File: config.mk
export PLATFORM = sky130hd
export DESIGN_NAME = channel_clock_divider_pair
export DESIGN_NICKNAME = d
export VERILOG_FILES = /design/src/hw/div_stage.v /design/src/hw/channel_clock_divider_pair.v
export VERILOG_INCLUDE_DIRS = /design/src /design/src/hw
export SDC_FILE = /design/constraint.sdc
export NUM_CORES = 1
export LEC_CHECK = 0
export ABC_AREA = 1
export BUFFER_PORTS_ARGS = -buffer_cell sky130_fd_sc_hd__buf_2
export CAP_MARGIN = 30
export CORE_ASPECT_RATIO = 0.9
export CORE_MARGIN = 1.5
export CORE_UTILIZATION = 62
export CTS_CLUSTER_SIZE = 16
export DETAILED_ROUTE_END_ITERATION = 7
export GPL_ROUTABILITY_DRIVEN = 0
export PLACE_DENSITY = 0.86
export SYNTH_ARGS = -nofsm -noshare
export SYNTH_HDL_FRONTEND = slang
export SYNTH_SLANG_ARGS = --single-unit
File: constraint.sdc
create_clock -name mclk -period 3.65 [get_ports mclk]
set_input_delay 0.1825 -clock mclk [delete_from_list [all_inputs] [get_ports mclk]]
set_output_delay 0.1825 -clock mclk [all_outputs]
set_load 0.01 [all_outputs]
File: src/hw/chan_div_regs.vh
// Register map, field positions, reset values and state codes for the
// two-stage channel clock divider. Definitions only; included by bare name.
`ifndef CHAN_DIV_REGS_VH
`define CHAN_DIV_REGS_VH

// Register indices; the APB byte address is four times the index
`define IDX_STAGE1_CYCLE_COUNTS 12'h19e
`define IDX_STAGE_PHASE_OFFSETS 12'h19f
`define IDX_STAGE2_CYCLE_COUNTS 12'h1a0
`define IDX_CHANNEL_DIV_CONTROL 12'h1a1
`define IDX_DUTY_CORR_CONTROL 12'h1a2
`define IDX_CHANNEL_STATUS 12'h1a3

// APB address width and word alignment
`define APB_ADDR_W 12
`define APB_WORD_LSB 2

// Cycle count fields (both count registers)
`define FLD_LOW_HI 7
`define FLD_LOW_LO 4
`define FLD_HIGH_HI 3
`define FLD_HIGH_LO 0

// Phase offset fields
`define FLD_PHASE2_HI 7
`define FLD_PHASE2_LO 4
`define FLD_PHASE1_HI 3
`define FLD_PHASE1_LO 0

// Channel control bits
`define BIT_BYPASS2 5
`define BIT_BYPASS1 4
`define BIT_IGNORE_ALIGN 3
`define BIT_FORCE_HIGH 2
`define BIT_START_HIGH2 1
`define BIT_START_HIGH1 0

// Duty correction control bit
`define BIT_DUTY_CORR_DISABLE 0

// Reset values
`define RST_BYTE 8'h00

// Stage states
`define ST_HOLD 2'h0
`define ST_DELAY 2'h1
`define ST_RUN 2'h2

// Duty-correction period counter width
`define PERIOD_W 12

`endif

File: src/hw/div_stage.v
// One divider stage: high/low cycle counting, phase offset, start level,
// bypass and alignment hold. Counts only on input ticks from the previous
// stage; all logic runs on the single system clock.
`default_nettype none

module div_stage (
  input wire mclk,
  input wire rst,
  input wire inTick,
  input wire inLevel,
  input wire bypass,
  input wire alignHold,
  input wire startHigh,
  input wire [3:0] lowCount,
  input wire [3:0] highCount,
  input wire [3:0] phase,
  output reg outTick,
  output reg outLevel
);

`include "chan_div_regs.vh"

  reg [1:0] state;
  reg [3:0] cnt;

  ////////////////////////////////////////////////////////////////////////
  // Stage sequencer
  always @(posedge mclk or posedge rst) begin
    if (rst) begin
      state <= `ST_HOLD;
      cnt <= 4'h0;
      outLevel <= 1'b0;
      outTick <= 1'b0;
    end else if (bypass) begin
      // Counter held still, input clock routed straight through
      state <= `ST_HOLD;
      cnt <= 4'h0;
      outLevel <= inLevel;
      outTick <= inTick;
    end else if (alignHold) begin
      // Parked at the chosen start level while alignment is asserted
      state <= `ST_HOLD;
      cnt <= 4'h0;
      outLevel <= startHigh;
      outTick <= 1'b0;
    end else begin
      outTick <= 1'b0;
      case (state)
        `ST_HOLD: begin
          // Coarse phase: wait 'phase' input cycles before counting
          cnt <= 4'h0;
          state <= (phase == 4'h0) ? `ST_RUN : `ST_DELAY;
        end
        `ST_DELAY: begin
          if (inTick) begin
            if (cnt == phase - 4'h1) begin
              cnt <= 4'h0;
              state <= `ST_RUN;
            end else begin
              cnt <= cnt + 4'h1;
            end
          end
        end
        `ST_RUN: begin
          if (inTick) begin
            if (outLevel) begin
              // High for highCount+1 input cycles
              if (cnt == highCount) begin
                cnt <= 4'h0;
                outLevel <= 1'b0;
              end else begin
                cnt <= cnt + 4'h1;
              end
            end else begin
              // Low for lowCount+1 input cycles
              if (cnt == lowCount) begin
                cnt <= 4'h0;
                outLevel <= 1'b1;
                outTick <= 1'b1;
              end else begin
                cnt <= cnt + 4'h1;
              end
            end
          end
        end
        default: begin
          state <= `ST_HOLD;
          cnt <= 4'h0;
        end
      endcase
    end
  end

endmodule

`default_nettype wire

File: src/hw/channel_clock_divider_pair.v
// Two-stage channel clock divider with APB register access.
// Assumes one system clock mclk (40 MHz); the channel input clock is
// modelled as mclk/2, and the alignment input is synchronous to mclk.
//
// Register access over APB was chosen for this implementation.
`default_nettype none

module channel_clock_divider_pair (
  input wire mclk,
  input wire rst,
  input wire psel,
  input wire penable,
  input wire pwrite,
  input wire [11:0] paddr,
  input wire [31:0] pwdata,
  output reg [31:0] prdata,
  output reg pready,
  output reg pslverr,
  input wire alignIn,
  output reg chanOut
);

`include "chan_div_regs.vh"

  ////////////////////////////////////////////////////////////////////////
  // Address decode

  // Returns a one-hot select of the mapped registers, zero if unmapped
  function [5:0] decodeReg;
    input [11:0] addr;
    reg [9:0] idx;
    begin
      idx = addr[11:`APB_WORD_LSB];
      decodeReg = 6'h00;
      if (addr[1:0] == 2'h0) begin
        case ({2'h0, idx})
          `IDX_STAGE1_CYCLE_COUNTS: decodeReg = 6'h01;
          `IDX_STAGE_PHASE_OFFSETS: decodeReg = 6'h02;
          `IDX_STAGE2_CYCLE_COUNTS: decodeReg = 6'h04;
          `IDX_CHANNEL_DIV_CONTROL: decodeReg = 6'h08;
          `IDX_DUTY_CORR_CONTROL: decodeReg = 6'h10;
          `IDX_CHANNEL_STATUS: decodeReg = 6'h20;
          default: decodeReg = 6'h00;
        endcase
      end
    end
  endfunction

  ////////////////////////////////////////////////////////////////////////
  // Register storage

  reg [7:0] stage1Counts;
  reg [7:0] stagePhaseOffsets;
  reg [7:0] stage2Counts;
  reg [7:0] channelDivControl;
  reg [7:0] dutyCorrControl;

  wire [5:0] sel;
  wire accessDone;
  wire writeDone;

  assign sel = decodeReg(paddr);
  // Writes take effect only at the edge that completes the access phase
  assign accessDone = psel & penable & pready;
  assign writeDone = accessDone & pwrite;

  // Software-written configuration
  always @(posedge mclk or posedge rst) begin
    if (rst) begin
      stage1Counts <= `RST_BYTE;
      stagePhaseOffsets <= `RST_BYTE;
      stage2Counts <= `RST_BYTE;
      channelDivControl <= `RST_BYTE;
      dutyCorrControl <= `RST_BYTE;
    end else if (writeDone) begin
      if (sel[0]) begin
        stage1Counts <= pwdata[7:0];
      end
      if (sel[1]) begin
        stagePhaseOffsets <= pwdata[7:0];
      end
      if (sel[2]) begin
        stage2Counts <= pwdata[7:0];
      end
      if (sel[3]) begin
        channelDivControl <= {2'h0, pwdata[5:0]};
      end
      if (sel[4]) begin
        dutyCorrControl <= {7'h00, pwdata[`BIT_DUTY_CORR_DISABLE]};
      end
    end
  end

  ////////////////////////////////////////////////////////////////////////
  // APB answer path

  wire [7:0] statusByte;
  reg [7:0] readByte;

  // Read multiplexer; unused upper bits read as zero
  always @* begin
    case (sel)
      6'h01: readByte = stage1Counts;
      6'h02: readByte = stagePhaseOffsets;
      6'h04: readByte = stage2Counts;
      6'h08: readByte = channelDivControl;
      6'h10: readByte = dutyCorrControl;
      6'h20: readByte = statusByte;
      default: readByte = 8'h00;
    endcase
  end

  // One wait-free access phase: pready rises in the cycle after setup.
  // Registering pready keeps every output straight off a flip-flop.
  always @(posedge mclk or posedge rst) begin
    if (rst) begin
      pready <= 1'b0;
      pslverr <= 1'b0;
      prdata <= 32'h00000000;
    end else if (psel && !penable) begin
      pready <= 1'b1;
      pslverr <= (sel == 6'h00) || (pwrite && sel[5]);
      prdata <= pwrite ? 32'h00000000 : {24'h000000, readByte};
    end else begin
      pready <= 1'b0;
      pslverr <= 1'b0;
    end
  end

  ////////////////////////////////////////////////////////////////////////
  // Channel input clock

  // The channel input clock is a toggle of mclk; a tick marks its rising edge.
  // Limitation: the divider cannot run faster than mclk/2.
  reg refLevel;
  reg refTick;

  always @(posedge mclk or posedge rst) begin
    if (rst) begin
      refLevel <= 1'b0;
      refTick <= 1'b0;
    end else begin
      refLevel <= ~refLevel;
      refTick <= ~refLevel;
    end
  end

  ////////////////////////////////////////////////////////////////////////
  // Alignment handling

  wire ignoreAlign;
  wire alignHold;

  // Each stage not in bypass obeys the alignment input unless told to ignore it
  assign ignoreAlign = channelDivControl[`BIT_IGNORE_ALIGN];
  assign alignHold = alignIn & ~ignoreAlign;

  ////////////////////////////////////////////////////////////////////////
  // Divider chain

  // Index 0 is the channel input clock; index i+1 is stage i's output
  wire [2:0] chainTick;
  wire [2:0] chainLevel;

  assign chainTick[0] = refTick;
  assign chainLevel[0] = refLevel;

  genvar gi;
  generate
    for (gi = 0; gi < 2; gi = gi + 1) begin : gStage
      wire stBypass;
      wire stStart;
      wire [3:0] stLow;
      wire [3:0] stHigh;
      wire [3:0] stPhase;

      // Per-stage field selection
      if (gi == 0) begin : gFirst
        assign stBypass = channelDivControl[`BIT_BYPASS1];
        assign stStart = channelDivControl[`BIT_START_HIGH1];
        assign stLow = stage1Counts[`FLD_LOW_HI:`FLD_LOW_LO];
        assign stHigh = stage1Counts[`FLD_HIGH_HI:`FLD_HIGH_LO];
        assign stPhase = stagePhaseOffsets[`FLD_PHASE1_HI:`FLD_PHASE1_LO];
      end else begin : gSecond
        assign stBypass = channelDivControl[`BIT_BYPASS2];
        assign stStart = channelDivControl[`BIT_START_HIGH2];
        assign stLow = stage2Counts[`FLD_LOW_HI:`FLD_LOW_LO];
        assign stHigh = stage2Counts[`FLD_HIGH_HI:`FLD_HIGH_LO];
        assign stPhase = stagePhaseOffsets[`FLD_PHASE2_HI:`FLD_PHASE2_LO];
      end

      // Each stage steps on the previous output's ticks, so ratios multiply
      div_stage uStage (
        .mclk(mclk),
        .rst(rst),
        .inTick(chainTick[gi]),
        .inLevel(chainLevel[gi]),
        .bypass(stBypass),
        .alignHold(alignHold),
        .startHigh(stStart),
        .lowCount(stLow),
        .highCount(stHigh),
        .phase(stPhase),
        .outTick(chainTick[gi + 1]),
        .outLevel(chainLevel[gi + 1])
      );
    end
  endgenerate

  ////////////////////////////////////////////////////////////////////////
  // Duty-cycle correction

  // Measures the divided period in mclk cycles between rising edges and
  // regenerates a level that is high for the first half of it. The trade:
  // one period of latency after any ratio change before the duty settles.
  reg [`PERIOD_W-1:0] periodCnt;
  reg [`PERIOD_W-1:0] lastPeriod;
  reg corrLevel;

  wire dutyCorrOn;
  wire [`PERIOD_W-1:0] halfPeriod;
  wire periodFull;

  assign dutyCorrOn = ~dutyCorrControl[`BIT_DUTY_CORR_DISABLE];
  assign halfPeriod = {1'b0, lastPeriod[`PERIOD_W-1:1]};
  assign periodFull = &periodCnt;

  // Period counter restarts on every divided rising edge
  always @(posedge mclk or posedge rst) begin
    if (rst) begin
      periodCnt <= {`PERIOD_W{1'b0}};
      lastPeriod <= {`PERIOD_W{1'b0}};
      corrLevel <= 1'b0;
    end else if (alignHold || chainTick[2] == 1'b0 && periodFull) begin
      // Alignment or a stalled chain invalidates the measurement
      periodCnt <= alignHold ? {`PERIOD_W{1'b0}} : periodCnt;
      lastPeriod <= {`PERIOD_W{1'b0}};
      corrLevel <= chainLevel[2];
    end else if (chainTick[2]) begin
      lastPeriod <= periodCnt + {{(`PERIOD_W-1){1'b0}}, 1'b1};
      periodCnt <= {`PERIOD_W{1'b0}};
      corrLevel <= 1'b1;
    end else begin
      periodCnt <= periodCnt + {{(`PERIOD_W-1){1'b0}}, 1'b1};
      if (lastPeriod == {`PERIOD_W{1'b0}}) begin
        corrLevel <= chainLevel[2];
      end else begin
        // The tick cycle already drove one high cycle, so stop one count early
        corrLevel <= (periodCnt + {{(`PERIOD_W-1){1'b0}}, 1'b1} < halfPeriod) ? 1'b1 : 1'b0;
      end
    end
  end

  // In bypass the second stage carries the first stage's output unchanged; correct
  // only when that stage actually divides
  wire corrApplies;

  assign corrApplies = dutyCorrOn & ~channelDivControl[`BIT_BYPASS2];

  ////////////////////////////////////////////////////////////////////////
  // Channel output

  wire forceHigh;

  // Force-high needs the ignore-alignment bit set as well
  assign forceHigh = ignoreAlign & channelDivControl[`BIT_FORCE_HIGH];

  // Output register; the force wins over the divided clock
  always @(posedge mclk or posedge rst) begin
    if (rst) begin
      chanOut <= 1'b0;
    end else if (forceHigh) begin
      chanOut <= 1'b1;
    end else if (corrApplies) begin
      chanOut <= corrLevel;
    end else begin
      chanOut <= chainLevel[2];
    end
  end

  ////////////////////////////////////////////////////////////////////////
  // Status view

  // Live state for software: output, stage levels, alignment hold
  assign statusByte = {4'h0, alignHold, chainLevel[2], chainLevel[1], chanOut};

endmodule

`default_nettype wire

Word level (Yosys, flattened, before mapping)
Index checks and enable logic that the tools add are counted.
{"block": "op_classes", "addsub": 5, "order_cmp": 1, "n_eq_ne": 31, "mux": 71, "n_bitwise": 11, "n_reduce_logical": 30}
{"op": "two-way mux 4 bit", "count": 16}
{"op": "equality test 10 x 9 -> 1 bit (second input constant)", "count": 6}
{"op": "two-way mux 12 bit", "count": 5}
{"op": "case mux 8 bit (6 select lines)", "count": 1}
{"op": "case mux 6 bit (6 select lines)", "count": 1}
{"op": "two-way mux 1 bit", "count": 32}
{"op": "equality test 4 bit", "count": 6}
{"op": "two-way mux 2 bit", "count": 10}
{"op": "AND reduction 2 bit", "count": 9}
{"op": "!= test 4 bit (second input constant)", "count": 4}
{"op": "case mux 4 bit (2 select lines)", "count": 2}
{"op": "adder 12 x 1 -> 12 bit (second input constant)", "count": 1}
{"op": "logical NOT 12 bit", "count": 1}
{"op": "less-than comparator 12 x 11 -> 1 bit", "count": 1}
{"op": "case mux 2 bit (3 select lines)", "count": 2}
{"op": "AND reduction 12 bit", "count": 1}
{"op": "nonzero test 3 bit", "count": 4}
{"op": "adder 4 x 1 -> 4 bit (second input constant)", "count": 2}
{"op": "logical NOT 4 bit", "count": 2}
{"op": "two-way mux 8 bit", "count": 1}
{"op": "!= test 4 x 3 -> 1 bit (second input constant)", "count": 2}
{"op": "subtractor 4 x 1 -> 4 bit (second input constant)", "count": 2}
{"op": "bitwise AND 1 bit", "count": 6}
{"op": "equality test 6 x 1 -> 1 bit (second input constant)", "count": 1}
{"op": "18 further kinds", "count": 31}
{"block": "totals", "register_bits": 108, "input_bits": 50, "out_inout_bits": 35, "word_cells": 170}

Longest topological paths before layout
{"block": "depth", "depth_word": 7, "ltp_mapped": 18, "ltp_nobuf": 18}

Cells and area by module
Synthesis repeated with hierarchy kept, for this count alone.
{"block": "unflattened", "cells_unflattened": 774, "area_unflattened_um2": 5699.2}
{"module": "channel_clock_divider_pair", "n_inst": 1, "cells_each": 477, "area_each_um2": 3952.5, "seq_area_each_um2": 1701.6}
{"module": "div_stage at gStage[0].uStage", "n_inst": 1, "cells_each": 147, "area_each_um2": 879.6, "seq_area_each_um2": 200.2}
{"module": "div_stage at gStage[1].uStage", "n_inst": 1, "cells_each": 150, "area_each_um2": 867.1, "seq_area_each_um2": 200.2}

Least setup slack after synthesis
OpenSTA, ideal clock, no wires.
{"block": "synth_timing", "kind": "register to register", "start": "reg periodCnt[0]", "end": "reg corrLevel", "setup_time_ns": 0.121, "arrival_ns": 1.964, "t_required_ns": 3.529, "setup_slack_ns": 1.565, "stages_incl_launch_ff": 18, "path_buffers": 0, "period_less_slack_ns": 2.085, "path_cell_list": "dfrtp_1 -> ha_1 -> nand2_1 -> nor2_1 -> nand2_1 -> nor2_1 -> inv_2 -> nand2_1 -> inv_1 -> ha_1 -> nand2_1 -> o21a_1 -> nand2_1 -> nand2_1 -> nand2_1 -> nand2_1 -> nand2_1 -> a21oi_1"}
{"block": "synth_via", "elab_chain_cells": 6, "elab_cells_between_ends": 9, "cone_classes": "1 x add/sub; 1 x order compare; 4 x mux; 3 x reduce/logical"}
{"item": "from (decl)", "line": "channel_clock_divider_pair.v:216", "text": "reg [`PERIOD_W-1:0] periodCnt;"}
{"item": "from (signal assigned)", "line": "channel_clock_divider_pair.v:231", "text": "periodCnt <= {`PERIOD_W{1'b0}};"}
{"item": "from (signal assigned)", "line": "channel_clock_divider_pair.v:236", "text": "periodCnt <= alignHold ? {`PERIOD_W{1'b0}} : periodCnt;"}
{"item": "from (signal assigned)", "line": "channel_clock_divider_pair.v:241", "text": "periodCnt <= {`PERIOD_W{1'b0}};"}
{"item": "adder 12 x 1 -> 12 bit", "line": "channel_clock_divider_pair.v:249", "text": "corrLevel <= (periodCnt + {{(`PERIOD_W-1){1'b0}}, 1'b1} < halfPeriod) ? 1'b1 : 1'b0;"}
{"item": "less-than comparator 12 x 11 -> 1 bit", "line": "channel_clock_divider_pair.v:249"}
{"item": "two-way mux 1 bit", "line": "channel_clock_divider_pair.v:249"}
{"item": "two-way mux 1 bit", "line": "channel_clock_divider_pair.v:245", "text": "if (lastPeriod == {`PERIOD_W{1'b0}}) begin"}
{"item": "two-way mux 1 bit", "line": "channel_clock_divider_pair.v:239", "text": "end else if (chainTick[2]) begin"}
{"item": "two-way mux 1 bit *", "line": "channel_clock_divider_pair.v:234", "text": "end else if (alignHold || chainTick[2] == 1'b0 && periodFull) begin"}
{"item": "to (signal assigned)", "line": "channel_clock_divider_pair.v:238", "text": "corrLevel <= chainLevel[2];"}
{"item": "to (signal assigned)", "line": "channel_clock_divider_pair.v:246", "text": "corrLevel <= chainLevel[2];"}
{"item": "to (signal assigned)", "line": "channel_clock_divider_pair.v:249"}
{"item": "to (decl)", "line": "channel_clock_divider_pair.v:218", "text": "reg corrLevel;"}
Every way passes the cells marked *; elsewhere a longest branch is shown, timed or not.
A chain may end at the register's enable or synchronous reset.

Worst setup path after layout
Same ends and word-level chain as after synthesis.

==> results.sh <==
export IMPL_power_switching_w=0.000638
export IMPL_h_tree_depth=3
export IMPL_drtAntennaViolNets=0
export IMPL_fmax_mhz=416
export IMPL_internal_power_w=0.00145
export IMPL_clock_skew_ps=11.4
export IMPL_num_vias=4863
export IMPL_nNetsFinal=849
export IMPL_first_iter_violations=363
export IMPL_initial_core_util=0.635
export IMPL_slew_violations=0
export IMPL_synth_cell_types=38
export IMPL_ir_worst_vdd_mv=0.216
export IMPL_critPathMaxFanout=6
export IMPL_top_layer_used="met4"
export IMPL_cts_sinks=84
export IMPL_wl_per_cell_um=13.8
export IMPL_r2r_slack_ps=1240
export IMPL_pwr_share_clk=0.332
export IMPL_cp_start_kind="flop"
export IMPL_max_cap_violations=0
export IMPL_synth_mux_area_frac=0
export IMPL_ys_seq_elements=84
export IMPL_tns_ps=0
export IMPL_synth_area_um2=5410
export IMPL_fin_crit_sh=0.659
export IMPL_die_area_um2=9300
export IMPL_yosysSeqAreaShare=0.388
export IMPL_port_buffers=36
export IMPL_clock_latency_ps=370
export IMPL_grt_overflow=0
export IMPL_num_antenna_cells=0
export IMPL_grt_max_degree=38
export IMPL_worst_pin_slew_ps=683
export IMPL_leakage_nw=3.29
export IMPL_holdCritPathClass="primary input to flop"
export IMPL_core_um2=8530
export IMPL_cp_end_kind="flop"
export IMPL_synth_top_family_by_area="simple AND/OR/NAND/NOR gates"
export IMPL_maxSlewHeadroom=0.544
export IMPL_num_io_pins=85
export IMPL_rsz0062_at_grt="false"
export IMPL_finalSetupViolations=0
export IMPL_yosys_area_share_adder=0.0532
export IMPL_syn_inst=739
export IMPL_grt_pass1_vias=4499
export IMPL_cts_buffer_depth=2
export IMPL_dpl_hpwl_mm=9.44
export IMPL_synth_xor_area_share=0.0437
export IMPL_hold_viol=0
export IMPL_met1_length_mm=5.29
export IMPL_p_per_area_nw_per_um2=358
export IMPL_drt_first_pass_iters=5
export IMPL_power_w=0.00209
export IMPL_routed_via_density=5.40
export IMPL_cp_required_ps=3900
export IMPL_die_y_um=91.6
export IMPL_p_seq_frac=0.480
export IMPL_synth_compound_area_frac=0.0922
export IMPL_p_comb_frac=0.188
export IMPL_dr_wl_met3_mm=1.08
export IMPL_cts_tree="done"
export IMPL_std_cell_rows=32
export IMPL_synthToLayoutAreaGrowth_pct=7.79
export IMPL_clk_pin_slew_ps=80
export IMPL_synth_simple_area_share=0.283
export IMPL_critical_path_arrival_ps=2660
export IMPL_grt_pass1_wl_mm=20.7
export IMPL_die_x_um=101
export IMPL_fin_crit_ps=2410
export IMPL_grt_usage=0.288
export IMPL_critPathKind="flop to flop"
export IMPL_antenna_found_initial=0
export IMPL_wl_met2_mm=5.75
export IMPL_switching_share=0.305
export IMPL_status="completed"
export IMPL_syn_area_per_cell_um2=7.32
export IMPL_root_buffer="clkbuf_8"
export IMPL_drc=0
export IMPL_drive_gt1_frac=0.115
export IMPL_wirelength_mm=12.4
export IMPL_synth_warnings=0
export IMPL_cts_buffers=9
[sequential cells by signal (all words and copies together) (netlist names), 2 cells and up]
register and cells:
channelDivControl 6, gStage.uStage.outTick 2, gStage.uStage.state 4, gStage.uStage.outLevel 2
stagePhaseOffsets 8, lastPeriod 12, prdata 8, periodCnt 12
stage2Counts 8, gStage.uStage.cnt 8, stage1Counts 8
[logic make-up (layout without fill, tap and decap cells)]
family | Yosys count | after routing
simple gates | 342 | 342
buf+inv | 170 | 189
compound gates | 92 | 92
flops | 84 | 84
xor+xnor | 27 | 27
fa+ha+maj | 23 | 23
other cells | 1 | 24
[worst max-delay path, stage by stage, from the launching register on]
cell and delay, ps:
dfrtp_1 420, ha_1 210, nand2_1 90, nor2_1 180, nand2_1 120, nor2_1 200
inv_2 60, nand2_1 110, inv_1 70, ha_1 270, nand2_1 70, o21a_1 190
nand2_1 60, nand2_1 50, nand2_1 50, nand2_1 60, nand2_1 50, a21oi_1 50
[Yosys cell counts]
cell / count / share of area
a211oi_1: 4 / 0.0055
buf_6: 2 / 0.0042
clkbuf_1: 5 / 0.0035
nor3_1: 8 / 0.0074
o32ai_1: 1 / 0.0016
nor2_1: 74 / 0.051
inv_2: 17 / 0.012
nor2_2: 3 / 0.0035
dfrtp_1: 84 / 0.39
nand2_1: 175 / 0.12
o22ai_1: 4 / 0.0046
nand3_2: 2 / 0.0037
buf_2: 5 / 0.0046
inv_1: 116 / 0.080
or2_1: 2 / 0.0023
nor3b_1: 1 / 0.0014
xnor2_1: 10 / 0.016
xor2_1: 17 / 0.028
nor2_4: 6 / 0.012
a211oi_2: 1 / 0.0023
o21ai_1: 18 / 0.017
a21oi_1: 39 / 0.036
nand4_1: 21 / 0.024
a41o_1: 1 / 0.0018
o21a_1: 1 / 0.0014
nand2_2: 2 / 0.0023
buf_4: 25 / 0.035
o21ai_0: 20 / 0.018
nand3b_1: 2 / 0.0028
conb_1: 1 / 0.00069
ha_1: 23 / 0.053
nand3_4: 1 / 0.0032
nand3_1: 39 / 0.036
nor3_4: 1 / 0.0030
o31ai_1: 1 / 0.0014
nand2_4: 2 / 0.0042
a31oi_1: 2 / 0.0023
nor4_1: 3 / 0.0035
[power by group through the flow]
| stage | clock network, W | registers, W | logic (W) |
|---|---|---|---|
| finish | 0.000694 | 0.00100 | 0.000393 |
| floorplan | 0 | 0.00101 | 0.000311 |
| detailed placement | 0 | 0.00102 | 0.000384 |
| global placement | 0 | 0.00102 | 0.000360 |
| CTS | 0.000702 | 0.00100 | 0.000391 |
| global route | 0.000749 | 0.00101 | 0.000455 |
[stage by stage]
step	instance area, um^2	cells	setup slack (ps)	hold WS (ps)	util
6_report	5830	900	1240	30.4	0.684
5_1_grt	5830	900	951	27.7	0.684
4_1_cts	5830	900	1250	16.5	0.684
3_5_place_dp	5600	882	1270	162	0.657
3_3_place_gp	5580	881	1370	371	0.655
2_1_floorplan	5500	762	1300	269	-
[placed cells by master (no fill, tap or decap), drive strengths merged, types with 17 or more instances in the layout]
cell type | netlist | routed
nor2 | 83 | 83
xor2 | 17 | 17
buf | 32 | 38
inv | 133 | 132
nand4 | 21 | 21
conb | 1 | 24
a21oi | 39 | 39
dfrtp | 84 | 84
o21ai | 38 | 38
nand2 | 179 | 179
ha | 23 | 23
nand3 | 42 | 42
[path summary, 6_finish.rpt]
path,end,startpoint,cells past startpoint
setup / recovery,corrLevel,periodCnt[0],17
hold / removal,stagePhaseOffsets[2],pwdata[2],3
setup reg to reg,corrLevel,periodCnt[0],17
hold reg to reg,prdata[1],prdata[1],2
max in group asynchronous,pready,rst,5
min in group asynchronous,gStage[1].uStage.cnt[1],rst,3
[layout make-up]
type | instances | area (um^2)
timing repair buffer | 40 | 228
tap | 119 | 149
multi-input combinational | 508 | 2640
clock buffer | 11 | 151
fill | 707 | 2690
clock inverter | 5 | 60.1
inverter | 133 | 500
sequential | 84 | 2100
[repair_timing]
item	4_1_cts	5_1_grt
hold buffers	2	0
gates resized for setup	0	0
buffers inserted	0	0
hold endpoints to repair	20	0
[per-layer routing]
layer	up-vias	GRT usage
met5	-	0
met4	0	0.108
met3	34	0.0617
met2	247	0.446
met1	2235	0.398
li1	2347	-
Power figures use the tool's default switching activity.
